[src/hdl/cbt_pkg.sv]
package cbt_pkg;

  // register byte offsets
  localparam logic [7:0] CBT_ADDR_CFG_ONE = 8'h00;
  localparam logic [7:0] CBT_ADDR_CFG_TWO = 8'h04;
  localparam logic [7:0] CBT_ADDR_STATUS = 8'h08;

  // bit_timing_cfg_one fields
  localparam int CBT_PRESCALE_LSB = 0;
  localparam int CBT_PRESCALE_W = 6;
  localparam int CBT_SJW_LSB = 6;
  localparam int CBT_CLKSEL_BIT = 8;

  // bit_timing_cfg_two fields
  localparam int CBT_PROP_LSB = 0;
  localparam int CBT_PH1_LSB = 3;
  localparam int CBT_TRIPLE_BIT = 6;
  localparam int CBT_PH2FREE_BIT = 7;
  localparam int CBT_PH2_LSB = 8;

  // status fields
  localparam int CBT_ST_SEG_LSB = 0;
  localparam int CBT_ST_BIT = 2;
  localparam int CBT_ST_HARD = 3;
  localparam int CBT_ST_RESYNC = 4;
  localparam int CBT_ST_LEN_LSB = 8;

  // reset values: 1 + 2 + 3 + 2 quanta, phase2 taken from its own field
  localparam logic [31:0] CBT_CFG_ONE_RST = 32'h0000_0000;
  localparam logic [31:0] CBT_CFG_TWO_RST = 32'h0000_0191;

  // last pclk count of an instruction cycle; an instruction cycle spans four of them
  localparam logic [1:0] CBT_ICLK_LAST = 2'h3;

  // bit timing limits in quanta
  localparam logic [4:0] CBT_MIN_BIT_TQ = 5'h08;
  localparam logic [4:0] CBT_MAX_BIT_TQ = 5'h19;
  localparam logic [4:0] CBT_PROC_TQ = 5'h02;
  localparam logic [4:0] CBT_SYNC_TQ = 5'h01;

  // segment of the nominal bit
  typedef enum logic [1:0]
  {
    CBT_SEG_SYNC = 2'b00,
    CBT_SEG_PROP = 2'b01,
    CBT_SEG_PH1 = 2'b10,
    CBT_SEG_PH2 = 2'b11
  } cbt_seg_t;

  // a length field holds quanta minus one
  function automatic logic [4:0] cbt_field_len(input logic [2:0] f);
    cbt_field_len = {2'b00, f} + 5'h01;
  endfunction : cbt_field_len

  function automatic logic [4:0] cbt_max5(input logic [4:0] a,
                                          input logic [4:0] b);
    cbt_max5 = (a > b) ? a : b;
  endfunction : cbt_max5

  function automatic logic [4:0] cbt_min5(input logic [4:0] a,
                                          input logic [4:0] b);
    cbt_min5 = (a < b) ? a : b;
  endfunction : cbt_min5

endpackage : cbt_pkg

[src/hdl/cbt_quantum_gen.sv]
module cbt_quantum_gen
  import cbt_pkg::*;
#(
  parameter int PRESCALE_W = CBT_PRESCALE_W
)
(
  // clock and reset
  input wire logic pclk,
  input wire logic presetn,
  // configuration
  input wire logic module_clock_select,
  input wire logic [PRESCALE_W-1:0] quantum_prescale,
  // realignment
  input wire logic restart,
  // ticks
  output logic half_tick,
  output logic tq_tick
);

  logic [1:0] icnt;
  logic [PRESCALE_W-1:0] pcnt;
  logic phase;

  // module_input_clock: instruction clock when selected, else the full rate
  wire module_tick = module_clock_select ?
                     (icnt == CBT_ICLK_LAST) : 1'b1;
  // prescaler of 1..64 gives a half quantum, the phase flop the divide by two
  wire half_end = module_tick && (pcnt == quantum_prescale);
  wire [1:0] next_icnt = restart ? 2'h0 : icnt + 2'h1;
  wire [PRESCALE_W-1:0] next_pcnt = (restart || half_end) ? '0 :
                                    module_tick ? pcnt + 1'b1 : pcnt;
  wire next_phase = restart ? 1'b0 : half_end ? !phase : phase;

  // tq = 2 * (prescale + 1) module clocks; restart drops a pending tick
  always_ff @(posedge pclk or negedge presetn)
  begin
    if (!presetn)
    begin
      icnt <= 2'h0;
      pcnt <= '0;
      phase <= 1'b0;
      half_tick <= 1'b0;
      tq_tick <= 1'b0;
    end
    else
    begin
      icnt <= next_icnt;
      pcnt <= next_pcnt;
      phase <= next_phase;
      half_tick <= half_end && !restart;
      tq_tick <= half_end && phase && !restart;
    end
  end

endmodule : cbt_quantum_gen

[src/hdl/cbt_sample_vote.sv]
module cbt_sample_vote
  import cbt_pkg::*;
(
  // clock and reset
  input wire logic pclk,
  input wire logic presetn,
  // timing
  input wire logic half_tick,
  input wire logic sample_now,
  input wire logic triple_sample_sel,
  // bus
  input wire logic can_rx,
  // result
  output logic bit_value,
  output logic bit_valid
);

  logic [1:0] hist;

  function automatic logic cbt_vote(input logic a, input logic b,
                                    input logic c);
    cbt_vote = (a & b) | (a & c) | (b & c);
  endfunction : cbt_vote

  // hist holds the levels half a quantum and a whole quantum back
  wire voted = cbt_vote(can_rx, hist[0], hist[1]);
  wire next_value = triple_sample_sel ? voted : can_rx;

  // history starts recessive so a first vote is not biased dominant
  always_ff @(posedge pclk or negedge presetn)
  begin
    if (!presetn)
    begin
      hist <= 2'b11;
      bit_value <= 1'b1;
      bit_valid <= 1'b0;
    end
    else
    begin
      if (half_tick)
        hist <= {hist[0], can_rx};
      if (sample_now)
        bit_value <= next_value;
      bit_valid <= sample_now;
    end
  end

  a_single_sample: assert property (@(posedge pclk) disable iff (!presetn)
    bit_valid && !$past(triple_sample_sel) |-> bit_value == $past(can_rx))
    else $error("single sample does not follow the bus level");

endmodule : cbt_sample_vote

[src/hdl/cbt_bit_timing.sv]
// Contract
// - nominal bit spans 8 to 25 whole quanta
// - quantum comes from a 1..64 prescaler then a divide by two
// - quantum lasts 2*(prescale+1) module input clocks
// - module clock is instruction clock if selected, else four times it
// - propagation segment 1..8 quanta from cfg two bits 2:0
// - phase1 1..8 quanta from cfg two bits 5:3
// - phase2 from bits 10:8, or max of phase1 and 2 quanta
// - bus level is sampled at the end of phase1
// - triple sample votes over three samples half a quantum apart
// - segments run sync, propagation, phase1, phase2 in order
// - hard sync only on a falling edge while the bus is idle
// - hard sync restarts the bit counters at the sync segment
// - no resync in a bit that had a hard sync
// - data edges compare to sync position and adjust the phases
// - resync moves phases by at most the 1..4 quantum jump width
module cbt_bit_timing
  import cbt_pkg::*;
(
  // clock and reset
  input wire logic pclk,
  input wire logic presetn,
  // apb slave
  input wire logic psel,
  input wire logic penable,
  input wire logic pwrite,
  input wire logic [7:0] paddr,
  input wire logic [31:0] pwdata,
  output logic [31:0] prdata,
  output logic pready,
  output logic pslverr,
  // can bus and protocol engine
  input wire logic can_rx,
  input wire logic bus_idle,
  // bit timing events
  output logic tq_tick,
  output logic bit_start,
  output logic sample_point,
  output logic hard_synced,
  output logic bit_value,
  output logic bit_valid
);

  logic [31:0] bit_timing_cfg_one;
  logic [31:0] bit_timing_cfg_two;
  cbt_seg_t seg;
  logic [4:0] cnt;
  logic [4:0] pos;
  logic [4:0] ext;
  logic [4:0] cut;
  logic hard_flag;
  logic resync_done;
  logic prev_rx;
  logic half_tick;

  // apb decode; zero wait states, unmapped offsets answer with an error
  wire hit_one = (paddr == CBT_ADDR_CFG_ONE);
  wire hit_two = (paddr == CBT_ADDR_CFG_TWO);
  wire hit_st = (paddr == CBT_ADDR_STATUS);
  wire hit_any = hit_one || hit_two || hit_st;
  wire apb_setup = psel && !penable;
  wire apb_access = psel && penable;
  wire wr_one = apb_access && pwrite && hit_one;
  wire wr_two = apb_access && pwrite && hit_two;
  assign pready = 1'b1;
  assign pslverr = apb_access && !hit_any;

  // configuration fields
  wire [5:0] quantum_prescale =
    bit_timing_cfg_one[CBT_PRESCALE_LSB +: CBT_PRESCALE_W];
  wire [1:0] sync_jump_width = bit_timing_cfg_one[CBT_SJW_LSB +: 2];
  wire module_clock_select = bit_timing_cfg_one[CBT_CLKSEL_BIT];
  wire [2:0] prop_seg_len = bit_timing_cfg_two[CBT_PROP_LSB +: 3];
  wire [2:0] phase1_len = bit_timing_cfg_two[CBT_PH1_LSB +: 3];
  wire [2:0] phase2_len = bit_timing_cfg_two[CBT_PH2_LSB +: 3];
  wire triple_sample_sel = bit_timing_cfg_two[CBT_TRIPLE_BIT];
  wire phase2_free_sel = bit_timing_cfg_two[CBT_PH2FREE_BIT];

  // segment lengths in quanta
  wire [4:0] prop_tq = cbt_field_len(prop_seg_len);
  wire [4:0] ph1_tq = cbt_field_len(phase1_len);
  wire [4:0] sjw_tq = cbt_field_len({1'b0, sync_jump_width});
  // phase2 either from its field or from phase1 and the processing time
  wire [4:0] ph2_base = phase2_free_sel ? cbt_field_len(phase2_len) :
                        cbt_max5(ph1_tq, CBT_PROC_TQ);
  wire [4:0] head_tq = CBT_SYNC_TQ + prop_tq + ph1_tq;
  // a too short setting is padded in phase2 so no bit drops below minimum
  wire [4:0] ph2_floor = (head_tq >= CBT_MIN_BIT_TQ) ? 5'h01 :
                         CBT_MIN_BIT_TQ - head_tq;
  wire [4:0] ph2_tq = cbt_max5(ph2_base, ph2_floor);
  wire [4:0] bit_len_tq = head_tq + ph2_tq;

  // length of the running segment, with any resync adjustment
  wire [4:0] cur_len = (seg == CBT_SEG_SYNC) ? CBT_SYNC_TQ :
                       (seg == CBT_SEG_PROP) ? prop_tq :
                       (seg == CBT_SEG_PH1) ? ph1_tq + ext :
                       ph2_tq - cut;
  wire seg_end = tq_tick && (cnt >= cur_len - 5'h01);

  // recessive to dominant edge on the bus
  wire edge_fall = prev_rx && !can_rx;
  wire hard_now = edge_fall && bus_idle;
  // one resync per bit, never in a hard synced bit or inside sync
  wire resync_ok = edge_fall && !bus_idle && !hard_flag && !resync_done &&
                   (seg != CBT_SEG_SYNC);
  // late edge: phase1 grows by the phase error, capped at the jump width
  wire pos_resync = resync_ok &&
                    ((seg == CBT_SEG_PROP) || (seg == CBT_SEG_PH1));
  // early edge: phase2 shrinks; within reach the bit ends at once
  wire neg_resync = resync_ok && (seg == CBT_SEG_PH2);
  wire [4:0] ph2_rem = ph2_tq - cnt;
  wire jump_now = neg_resync && (ph2_rem <= sjw_tq);
  wire restart = hard_now || jump_now;
  wire wrap_now = seg_end && (seg == CBT_SEG_PH2);
  wire new_bit = wrap_now || jump_now;
  wire sample_now = seg_end && (seg == CBT_SEG_PH1) && !restart;

  // segment sequencer
  wire cbt_seg_t seg_succ = (seg == CBT_SEG_SYNC) ? CBT_SEG_PROP :
                            (seg == CBT_SEG_PROP) ? CBT_SEG_PH1 :
                            (seg == CBT_SEG_PH1) ? CBT_SEG_PH2 :
                            CBT_SEG_SYNC;
  wire cbt_seg_t next_seg = restart ? CBT_SEG_SYNC :
                            seg_end ? seg_succ : seg;
  wire [4:0] next_cnt = restart ? 5'h00 :
                        !tq_tick ? cnt :
                        seg_end ? 5'h00 : cnt + 5'h01;
  wire [4:0] next_pos = restart ? 5'h00 :
                        !tq_tick ? pos :
                        wrap_now ? 5'h00 : pos + 5'h01;
  wire next_hard = hard_now ? 1'b1 : new_bit ? 1'b0 : hard_flag;
  wire next_done = (hard_now || new_bit) ? 1'b0 :
                   resync_ok ? 1'b1 : resync_done;
  wire [4:0] next_ext = (restart || new_bit) ? 5'h00 :
                        pos_resync ? cbt_min5(pos, sjw_tq) : ext;
  wire [4:0] next_cut = (restart || new_bit) ? 5'h00 :
                        neg_resync ? sjw_tq : cut;

  // status word shows the live bit timing state
  wire [31:0] status_word = {19'h0, bit_len_tq, 3'h0, resync_done,
                             hard_flag, bit_value, seg};
  wire [31:0] next_rdata = hit_one ? bit_timing_cfg_one :
                           hit_two ? bit_timing_cfg_two :
                           hit_st ? status_word : 32'h0000_0000;

  // registers take a write only in the access phase
  always_ff @(posedge pclk or negedge presetn)
  begin
    if (!presetn)
    begin
      bit_timing_cfg_one <= CBT_CFG_ONE_RST;
      bit_timing_cfg_two <= CBT_CFG_TWO_RST;
      prdata <= 32'h0000_0000;
    end
    else
    begin
      if (wr_one)
        bit_timing_cfg_one <= pwdata & 32'h0000_01FF;
      if (wr_two)
        bit_timing_cfg_two <= pwdata & 32'h0000_07FF;
      if (apb_setup)
        prdata <= next_rdata;
    end
  end

  // bit sequencer state
  always_ff @(posedge pclk or negedge presetn)
  begin
    if (!presetn)
    begin
      seg <= CBT_SEG_SYNC;
      cnt <= 5'h00;
      pos <= 5'h00;
      ext <= 5'h00;
      cut <= 5'h00;
      hard_flag <= 1'b0;
      resync_done <= 1'b0;
      prev_rx <= 1'b1;
    end
    else
    begin
      seg <= next_seg;
      cnt <= next_cnt;
      pos <= next_pos;
      ext <= next_ext;
      cut <= next_cut;
      hard_flag <= next_hard;
      resync_done <= next_done;
      prev_rx <= can_rx;
    end
  end

  // event pulses, one cycle after the edge that caused them
  always_ff @(posedge pclk or negedge presetn)
  begin
    if (!presetn)
    begin
      bit_start <= 1'b0;
      sample_point <= 1'b0;
      hard_synced <= 1'b0;
    end
    else
    begin
      bit_start <= restart || wrap_now;
      sample_point <= sample_now;
      hard_synced <= hard_now;
    end
  end

  // quantum ticks; restart realigns the prescaler to the edge
  cbt_quantum_gen #(
    .PRESCALE_W(CBT_PRESCALE_W)
  ) u_quantum (
    .pclk(pclk),
    .presetn(presetn),
    .module_clock_select(module_clock_select),
    .quantum_prescale(quantum_prescale),
    .restart(restart),
    .half_tick(half_tick),
    .tq_tick(tq_tick)
  );

  // bus sampling at the sample point
  cbt_sample_vote u_vote (
    .pclk(pclk),
    .presetn(presetn),
    .half_tick(half_tick),
    .sample_now(sample_now),
    .triple_sample_sel(triple_sample_sel),
    .can_rx(can_rx),
    .bit_value(bit_value),
    .bit_valid(bit_valid)
  );

  a_sync_one_tq: assert property (@(posedge pclk) disable iff (!presetn)
    seg == CBT_SEG_SYNC && tq_tick && !restart |=> seg == CBT_SEG_PROP)
    else $error("sync segment is not one quantum");

  a_seg_order_ok: assert property (@(posedge pclk) disable iff (!presetn)
    seg != $past(seg) |-> seg == CBT_SEG_SYNC ||
      seg == cbt_seg_t'($past(seg) + 2'b01))
    else $error("segments left their order");

  a_sample_ph1_end: assert property (@(posedge pclk) disable iff (!presetn)
    sample_point |-> seg == CBT_SEG_PH2 && $past(seg) == CBT_SEG_PH1)
    else $error("sample not at the end of phase1");

  a_hard_when_idle: assert property (@(posedge pclk) disable iff (!presetn)
    hard_synced |-> $past(bus_idle) && !$past(can_rx) && $past(prev_rx))
    else $error("hard sync without idle falling edge");

  a_hard_restarts: assert property (@(posedge pclk) disable iff (!presetn)
    hard_synced |-> seg == CBT_SEG_SYNC && cnt == 5'h00 && hard_flag)
    else $error("hard sync did not restart the bit");

  a_no_resync_hard: assert property (@(posedge pclk) disable iff (!presetn)
    hard_flag |-> ext == 5'h00 && cut == 5'h00)
    else $error("resync inside a hard synced bit");

  a_jump_bounded: assert property (@(posedge pclk) disable iff (!presetn)
    ext <= sjw_tq && cut <= sjw_tq)
    else $error("phase adjustment beyond jump width");

  a_bit_len_range: assert property (@(posedge pclk) disable iff (!presetn)
    bit_len_tq >= CBT_MIN_BIT_TQ && bit_len_tq <= CBT_MAX_BIT_TQ)
    else $error("nominal bit length out of range");

endmodule : cbt_bit_timing

[config.mk]
export PLATFORM = sky130hd
export DESIGN_NAME = cbt_bit_timing
export DESIGN_NICKNAME = d
export VERILOG_FILES = /design/src/hdl/cbt_pkg.sv /design/src/hdl/cbt_quantum_gen.sv /design/src/hdl/cbt_sample_vote.sv /design/src/hdl/cbt_bit_timing.sv
export SDC_FILE = /design/constraint.sdc
export NUM_CORES = 1
export LEC_CHECK = 0
export BUFFER_PORTS_ARGS = -buffer_cell sky130_fd_sc_hd__buf_2
export CAP_MARGIN = 0
export CORE_MARGIN = 2
export CORE_UTILIZATION = 55
export DETAILED_ROUTE_END_ITERATION = 10
export PLACE_DENSITY = 0.83
export SKIP_LAST_GASP = 1
export SYNTH_ARGS = -nofsm -noshare
export SYNTH_HDL_FRONTEND = slang
export SYNTH_SLANG_ARGS = --single-unit
[constraint.sdc]
create_clock -name pclk -period 8.1 [get_ports pclk]
set_input_delay 0.405 -clock pclk [delete_from_list [all_inputs] [get_ports pclk]]
set_output_delay 0.405 -clock pclk [all_outputs]
set_load 0.02 [all_outputs]
==> results.toml, run 1 <==
[power]
leakage_nw = 2.77
cellPowerDensity_nw_per_um2 = 236
irDropWorstVdd_mv = 0.157
p_total_mw = 1.34

[global_routing]
grt_overflow = 0
grt_pass1_wl_mm = 19.0
antenna_found_initial = 0
grt.total_usage_pct = 24.0
grt_pass1_vias = 4040
grt_max_degree = 74

[synth]
yosys-top-cells-area = "dfrtp_1 32%, ha_1 12%, mux2_2 5.0%, dfstp_2 4.1%, nor2_1 3.3%"
synth_warnings = 0
synth_top_area_share_pct = 31.6
yosys.area.top_type = "dfrtp_1"
postSynthCellCount = 544
synth_cell_type_count = 59
synth_seq_cells = 73
syn_area_per_cell_um2 = 9.48
synthTopCellsByCount = "65 x dfrtp_1, 48 x ha_1, 46 x nor2_1"
synth-main-ff-cell = "dfrtp_1"
synth_edf_count = 0
syn_area_um2 = 5150
synth_most_common_cell = "dfrtp_1"
seq_area_frac_synth_pct = 35.6
ys_async_sr_fraction_pct = 100

[clocking]
cts_inserted_buffers = 9
cts-htree-levels = 3
tritoncts = "built"
clk_latency_ns = 0.35
clockBufferDepth = 2
clk_pin_slew_ns = 0.08
clockRootBuffer = "clkbuf_8"
cts.sinks = 73
ctsHoldBuffers = 0

[routing]
drt-initial-drc-count = 246
finalWirelength_mm = 11.9
remaining_drc_errors = 0
drtPass1Iterations = 5
drtAntennaViolNets = 0
viasPerCell = 5.93
wl_per_cell_um = 16.9
vias = 4195

[sta]
setup-tns-final_ns = 0
min_period_ns = 7.73
min_period_over_period_pct = 95.5
timing.hold.ws_ns = 0.204
slew_viol_final = 0
finalHoldViolCount = 0
finalSetupViolCount = 0
tightest_slew_ns = 0.901
max_freq_mhz = 129
maxSlewHeadroom_pct = 39.9
grt_setup_unrepaired = "false"
clock_skew_ns = 0.00967

[place]
routabilityCongestion = 0.899
port_buffers = 45
dp_hpwl_mm = 9.01
dpl.cell_count = 689

[cells_and_area]
diodes = 0
syn_to_final_growth_pct = 10.4
fin_nets = 691
fin_cells = 707
fillers = 711
drive_gt1_share_pct = 20.1

[die]
die_x_um = 101
core-area_um2 = 9150
dieArea_um2 = 10200
io_pins = 87
start_util_pct = 56.3
fp.dieH_um = 101
rows = 35

[setup_path]
cp_top_family = "adder cells"
cp-end-kind = "flip-flop"
cp_data_required_time_ns = 8.38
cp_max_fo = 9
path_class = "flip-flop to flip-flop"
critPathMaxStageDelay_ns = 0.60
critPathMostFrequentCell = "ha_1"
crit_slowest_cell = "dfstp_2"
cp_num_buf_inv = 5
start_kind = "flip-flop"
cp.arrival_ns = 8.01

[run]
maxCapViolCount = 0

[outcome]
status = "completed"

[min_path]
hold_class = "primary input to flip-flop"
-- routing by layer --
metal / vias up / GRT usage [%] / share of wire [%]
met5: - / 0 / 0
met4: 0 / 9.06 / 2.7
met3: 30 / 3.81 / 5.4
met2: 156 / 42.4 / 52
met1: 2049 / 29.4 / 40
li1: 1960 / - / -
-- worst reg2reg max path: cells and delay by family, from the launching register on --
| kind | cells | cell delay, ns |
|---|---|---|
| AO/OA/AOI/OAI | 8 | 1.55 |
| adder cells (fa/ha/maj) | 8 | 2.56 |
| buffers and inverters | 5 | 0.60 |
| flip-flops | 1 | 0.60 |
| multiplexers | 1 | 0.29 |
| AND/OR/NAND/NOR | 12 | 2.07 |
-- through the flow --
stage,util (%),worst slack [ns],cell area (µm²)
after floorplan,-,1.00,5220
after global placement,59.2,0.464,5420
after detailed placement,59.2,0.170,5420
after CTS,61.6,0.107,5640
after global routing,62.2,0.00655,5690
final,62.2,0.366,5690
-- power breakdown --
| group | switching (mW) | total, mW | internal [mW] |
|---|---|---|---|
| clock network | 0.140 | 0.323 | 0.182 |
| registers | 0.0672 | 0.491 | 0.424 |
| logic | 0.306 | 0.528 | 0.221 |
-- final timing paths --
check | slack [ns] | endpoint | depth (start not counted) | start
min reg2reg | 0.43 | u_quantum.icnt[0] | 1 | u_quantum.icnt[0]
min | 0.20 | prev_rx | 1 | can_rx
max reg2reg | 0.37 | u_vote.bit_value | 34 | bit_timing_cfg_two[4]
min in group asynchronous | 0.26 | pos[0] | 2 | presetn
max in group asynchronous | 7.25 | prdata[7] | 2 | presetn
max | 0.37 | u_vote.bit_value | 34 | bit_timing_cfg_two[4]
-- state kept, by name (all words and copies together) (netlist names) --
signal               count
prdata                  13
bit_timing_cfg_two      11
bit_timing_cfg_one       9
u_quantum.pcnt           6
cnt                      5
ext                      5
pos                      5
cut                      3
seg                      2
u_quantum.icnt           2
u_vote.hist              2
bit_start                1
hard_flag                1
hard_synced              1
prev_rx                  1
resync_done              1
u_quantum.half_tick      1
u_quantum.phase          1
u_quantum.tq_tick        1
u_vote.bit_valid         1
u_vote.bit_value         1
-- kinds of logic after synthesis --
family | after synthesis | share of synthesized area, %
compound gates | 100 | 12.7
xor+xnor | 30 | 5.10
fa+ha+maj | 53 | 13.6
buf+inv | 75 | 7.11
flops | 73 | 35.6
mux | 37 | 8.08
other cells | 2 | 0.146
simple gates | 174 | 17.6
-- repair_timing --
item | 4_1_cts | 5_1_grt
endpoints found under the hold margin | 0 | 0
gates resized for setup | 0 | 6
setup endpoints to repair | 0 | 13
setup buffers | 0 | 1
-- cells in the final DEF, fill, tap and decap left out, drive strengths merged, types with 16 or more instances in the layout --
| cell | count |
|---|---|
| a21oi | 26 |
| buf | 53 |
| conb | 20 |
| dfrtp | 65 |
| ha | 48 |
| inv | 41 |
| mux2 | 24 |
| nand2 | 39 |
| nand3 | 16 |
| nor2 | 46 |
| nor3 | 16 |
| o21ai | 27 |
-- area by class of cell --
| cell class | instances | area (µm²) | share of cell area (%) |
|---|---|---|---|
| Multi-Input combinational cell | 414 | 3050 | 53.6 |
| Sequential cell | 73 | 1840 | 32.3 |
| Inverter | 40 | 150 | 2.64 |
| Timing Repair Buffer | 53 | 287 | 5.04 |
| Clock inverter | 6 | 88.8 | 1.56 |
| Tap cell | 111 | 139 | 2.44 |
| Clock buffer | 10 | 138 | 2.42 |
Note: power is estimated with default switching activity, not from simulation.
==> run 2: changes to the inputs <==
- CORE_ASPECT_RATIO: not set -> 1.1
==> run 2 against run 1 <==
Against the previous run:
- die area hardly changed
- global-route usage is 0.64 points higher
- utilization is 0.86 points lower
- maximum frequency is 1.6% higher
- clock power is 2% lower
- combinational power is 0.9% lower
- register-to-register slack better by 0.12 ns
- worst setup slack better by 0.12 ns
- critical path depth is 1 lower
- sequential share of layout area is 0.078 points higher
- final cell count is 0.42% higher
- largest power group unchanged
==> results.toml, run 2 (synthesis results as in run 1) <==
[sta]
slew_viol_final = 0
min_period_over_period_pct = 93.9
max_freq_mhz = 131
grt_setup_unrepaired = "false"
tightest_slew_ns = 0.914
finalSetupViolCount = 0
fin_ws_ns = 0.491
maxSlewHeadroom_pct = 39.1
setup-tns-final_ns = 0
clock_skew_ns = 0.0153
min_period_ns = 7.61
finalHoldViolCount = 0

[min_path]
hold_class = "primary input to flip-flop"

[setup_path]
cp_top_family = "simple AND/OR/NAND/NOR gates"
cp.arrival_ns = 7.90
path_class = "flip-flop to flip-flop"
crit_slowest_cell = "dfstp_2"
critPathMostFrequentCell = "ha_1"
critPathMaxStageDelay_ns = 0.59
cp_max_fo = 9
cp_data_required_time_ns = 8.39
start_kind = "flip-flop"
cp-end-kind = "flip-flop"
cp_num_buf_inv = 2

[clocking]
ctsHoldBuffers = 0
cts-htree-levels = 3
cts.sinks = 73
cts_inserted_buffers = 9
clockRootBuffer = "clkbuf_8"
clk_pin_slew_ns = 0.08
clk_latency_ns = 0.36
tritoncts = "built"
post_cts_buffers = 0
clockBufferDepth = 2

[place]
dp_hpwl_mm = 8.88
routabilityCongestion = 0.862
port_buffers = 45
dpl.cell_count = 694
post-place-ws_ns = 0.200

[cells_and_area]
diodes = 0
syn_to_final_growth_pct = 10.1
final_cell_mix = "65 x dfrtp_1, 47 x ha_1, 45 x nor2_1, 45 x buf_2, 40 x inv_1"
top_register = "prdata"
drive_gt1_share_pct = 19.9
largest_reg_flops = 13
fin_cells = 710
largestRegisters = "prdata x13, bit_timing_cfg_two x11, bit_timing_cfg_one x9"
final_common_cell = "dfrtp_1"
fin_nets = 688
fin_util_pct = 61.3

[die]
fp.dieH_um = 106
io_pins = 87
core-area_um2 = 9260
start_util_pct = 55.7
dieArea_um2 = 10200
rows = 37
die_x_um = 96.3

[routing]
remaining_drc_errors = 0
vias = 4086
drtPass1Iterations = 5
finalWirelength_mm = 11.6
drt-initial-drc-count = 219
wl_per_cell_um = 16.3
viasPerCell = 5.75
drtAntennaViolNets = 0

[global_routing]
grt_overflow = 0
antenna_found_initial = 0
grt_max_degree = 74
grt.total_usage_pct = 24.6
grt_pass1_vias = 4148
grt_pass1_wl_mm = 19.4

[outcome]
status = "completed"

[power]
leakage_nw = 2.76
cellPowerDensity_nw_per_um2 = 235
irDropWorstVdd_mv = 0.180

[run]
maxCapViolCount = 0
==> run 2: layout make-up <==
cell class / instances / area (µm²)
fillers: 758 / 3580
multi-input cells: 414 / 3060
flip-flops and latches: 73 / 1840
repair buffers: 50 / 263
inverters: 40 / 150
well taps: 117 / 146
clock buffers: 11 / 141
clock inverters: 5 / 78.8
==> run 2: worst paths after layout <==
| check | from | end | slack, ns | depth (start not counted) |
|---|---|---|---|---|
| setup reg to reg | bit_timing_cfg_two[4] | u_vote.bit_value | 0.49 | 33 |
| min in group asynchronous | presetn | pos[2] | 0.25 | 2 |
| hold / removal | can_rx | prev_rx | 0.19 | 1 |
| max in group asynchronous | presetn | bit_timing_cfg_one[7] | 7.24 | 2 |
| setup / recovery | bit_timing_cfg_two[4] | u_vote.bit_value | 0.49 | 33 |
| hold reg to reg | u_quantum.icnt[0] | u_quantum.icnt[0] | 0.44 | 1 |
==> run 2: power breakdown <==
| group | internal, mW | switching [mW] |
|---|---|---|
| sequential | 0.424 | 0.0660 |
| clock | 0.182 | 0.136 |
| combinational | 0.219 | 0.304 |
| total | 0.825 | 0.506 |
==> run 2: through the flow <==
stage	hold WS, ns	area [µm²]	power [mW]
after global routing	0.184	5680	1.43
final	0.188	5680	1.33
after floorplan	0.109	5220	0.873
after global placement	0.422	5420	0.981
after detailed placement	0.429	5420	1.01
after CTS	0.184	5640	1.33
==> run 2: repair_timing <==
item	4_1_cts	5_1_grt
resized for setup	0	7
hold endpoints to repair	0	0
setup endpoints to repair	0	25
==> run 2: metal layers <==
layer  vias to the layer above  wire length, µm  track usage [%]
met2                       128             5840             41.4
met5                         -                0                0
li1                       1965                -                -
met4                         0              452             11.6
met1                      1963             4790             30.2
met3                        30              482             4.29
==> run 3: changes to the inputs <==
- clock period: 8.1 -> 7.3 ns (I/O delays scaled with it)
==> run 3 against run 2 <==
Against the previous run:
- global-route usage increased by 0.64 points
- maximum frequency increased by 7.9%
- die area unchanged
- clock skew decreased by 0.0076 ns
- via count increased by 3.1%
- critical path type unchanged
- register-to-register slack got worse by 0.24 ns
==> results.toml, run 3 (synthesis results as in run 1) <==
[outcome]
status = "completed"

[sta]
tightest_slew_ns = 0.892
min_period_over_period_pct = 96.6
finalHoldViolCount = 0
finalSetupViolCount = 0
maxSlewHeadroom_pct = 40.5
fin_ws_ns = 0.246
timing.hold.ws_ns = 0.149
min_period_ns = 7.05
slew_viol_final = 0
max_freq_mhz = 142
clock_skew_ns = 0.00773

[cells_and_area]
fin_cells = 730
final_common_cell = "dfrtp_1"
multi_input_area_um2 = 3140
diodes = 0
syn_to_final_growth_pct = 14.6
fin_nets = 708
largest_reg_flops = 13
final_cell_mix = "65 x dfrtp_1, 46 x nor2_1, 46 x buf_2"
seq_area_um2 = 1840
drive_gt1_share_pct = 26.1
largestRegisters = "prdata x13, bit_timing_cfg_two x11, bit_timing_cfg_one x9"
fillers = 694
top_register = "prdata"

[global_routing]
grt_pass1_wl_mm = 19.9
antenna_found_initial = 0
grt.total_usage_pct = 25.3
grt_max_degree = 74
grt_overflow = 0
grt_pass1_vias = 4309

[min_path]
hold_class = "primary input to flip-flop"
hold_path_end = "prev_rx"
hold_path_depth = 1
min-delay-start = "can_rx"

[power]
irDropWorstVdd_mv = 0.261
p_total_mw = 1.53
cellPowerDensity_nw_per_um2 = 259
leakage_nw = 2.87

[clocking]
clockRootBuffer = "clkbuf_8"
clk_pin_slew_ns = 0.08
cts_inserted_buffers = 9
cts.sinks = 73
ctsHoldBuffers = 0
clk_latency_ns = 0.36
cts-htree-levels = 3
tritoncts = "built"
clockBufferDepth = 2

[run]
maxCapViolCount = 0

[routing]
drtAntennaViolNets = 0
wl_per_cell_um = 16.6
viasPerCell = 5.77
vias = 4212
drt-initial-drc-count = 252
drtPass1Iterations = 4
finalWirelength_mm = 12.1
remaining_drc_errors = 0

[setup_path]
cp_max_fo = 4
rrSetupSlack_ns = 0.25
critPathMostFrequentCell = "ha_1"
cp_num_buf_inv = 7
start_kind = "flip-flop"
cp.arrival_ns = 7.34
cp_data_required_time_ns = 7.59
worst-path-stages = 35
cp-end-kind = "flip-flop"
cp_top_family = "adder cells"
worstRegToRegCells = 35
path_class = "flip-flop to flip-flop"
reg2reg_to = "u_vote.bit_value"
critPathMaxStageDelay_ns = 0.58
r2r_start = "bit_timing_cfg_two[4]"
crit_slowest_cell = "fa_2"

[die]
die_x_um = 96.3
start_util_pct = 55.7
rows = 37
core-area_um2 = 9260
dieArea_um2 = 10200
io_pins = 87
fp.dieH_um = 106

[place]
dpl.cell_count = 705
post-place-ws_ns = -0.239
port_buffers = 45
routabilityCongestion = 0.902
dp_hpwl_mm = 9.18
run 3: how the worst max path moves through the flow:
stage,from,endpoint
final,bit_timing_cfg_two[4],u_vote.bit_value
after global placement,bit_timing_cfg_two[4],pos[0]
after CTS,bit_timing_cfg_two[4],pos[0]
after detailed placement,bit_timing_cfg_two[4],ext[3]
after floorplan,bit_timing_cfg_two[4],ext[2]
after global routing,bit_timing_cfg_two[4],u_vote.bit_value
run 3: what timing repair did:
item / CTS / global route
cloned: 1 / 0
pin swaps: 3 / 8
setup buffers: 2 / 6
endpoints found under the setup margin: 23 / 25
gates resized for setup: 8 / 25
run 3: through the flow:
step | utilization, % | cell area (µm²) | TNS (ns)
final | 63.8 | 5910 | 0
after global routing | 63.8 | 5910 | -0.436
after CTS | 62.3 | 5760 | 0
after detailed placement | 59.4 | 5500 | -3.14
after global placement | 59.4 | 5500 | 0
after floorplan | - | 5220 | 0
run 3: worst reg2reg max path: cells and delay by family (launching register included):
family                     cells  cell delay [ns]
DFF                            1             0.53
adders and majority gates      8             2.51
muxes                          1             0.30
buffers and inverters          7             0.69
and+or+nand+nor               11             1.81
AOI/OAI and AO/OA              8             1.14
run 3: layout make-up:
type                       instances  share of cell area [%]
clock buffer                       9                    2.10
clock inverter                     7                    1.61
inverter                          40                    2.54
multi-input combinational        414                    53.1
sequential                        73                    31.1
tap                              117                    2.48
timing repair buffer              70                    7.07
run 3: where the power goes:
| part | switching [mW] | internal, mW | total [mW] |
|---|---|---|---|
| sequential | 0.0756 | 0.471 | 0.546 |
| clock | 0.155 | 0.192 | 0.347 |
| combinational | 0.359 | 0.280 | 0.638 |
| total | 0.589 | 0.943 | 1.53 |
run 3: layer usage:
layer  vias up  routed length [µm]  track usage, %
li1       2001                   -               -
met1      2063                5070            30.2
met2       113                6210            42.4
met3        35                 420            4.93
met4         0                 412            13.0
met5         -                   0               0
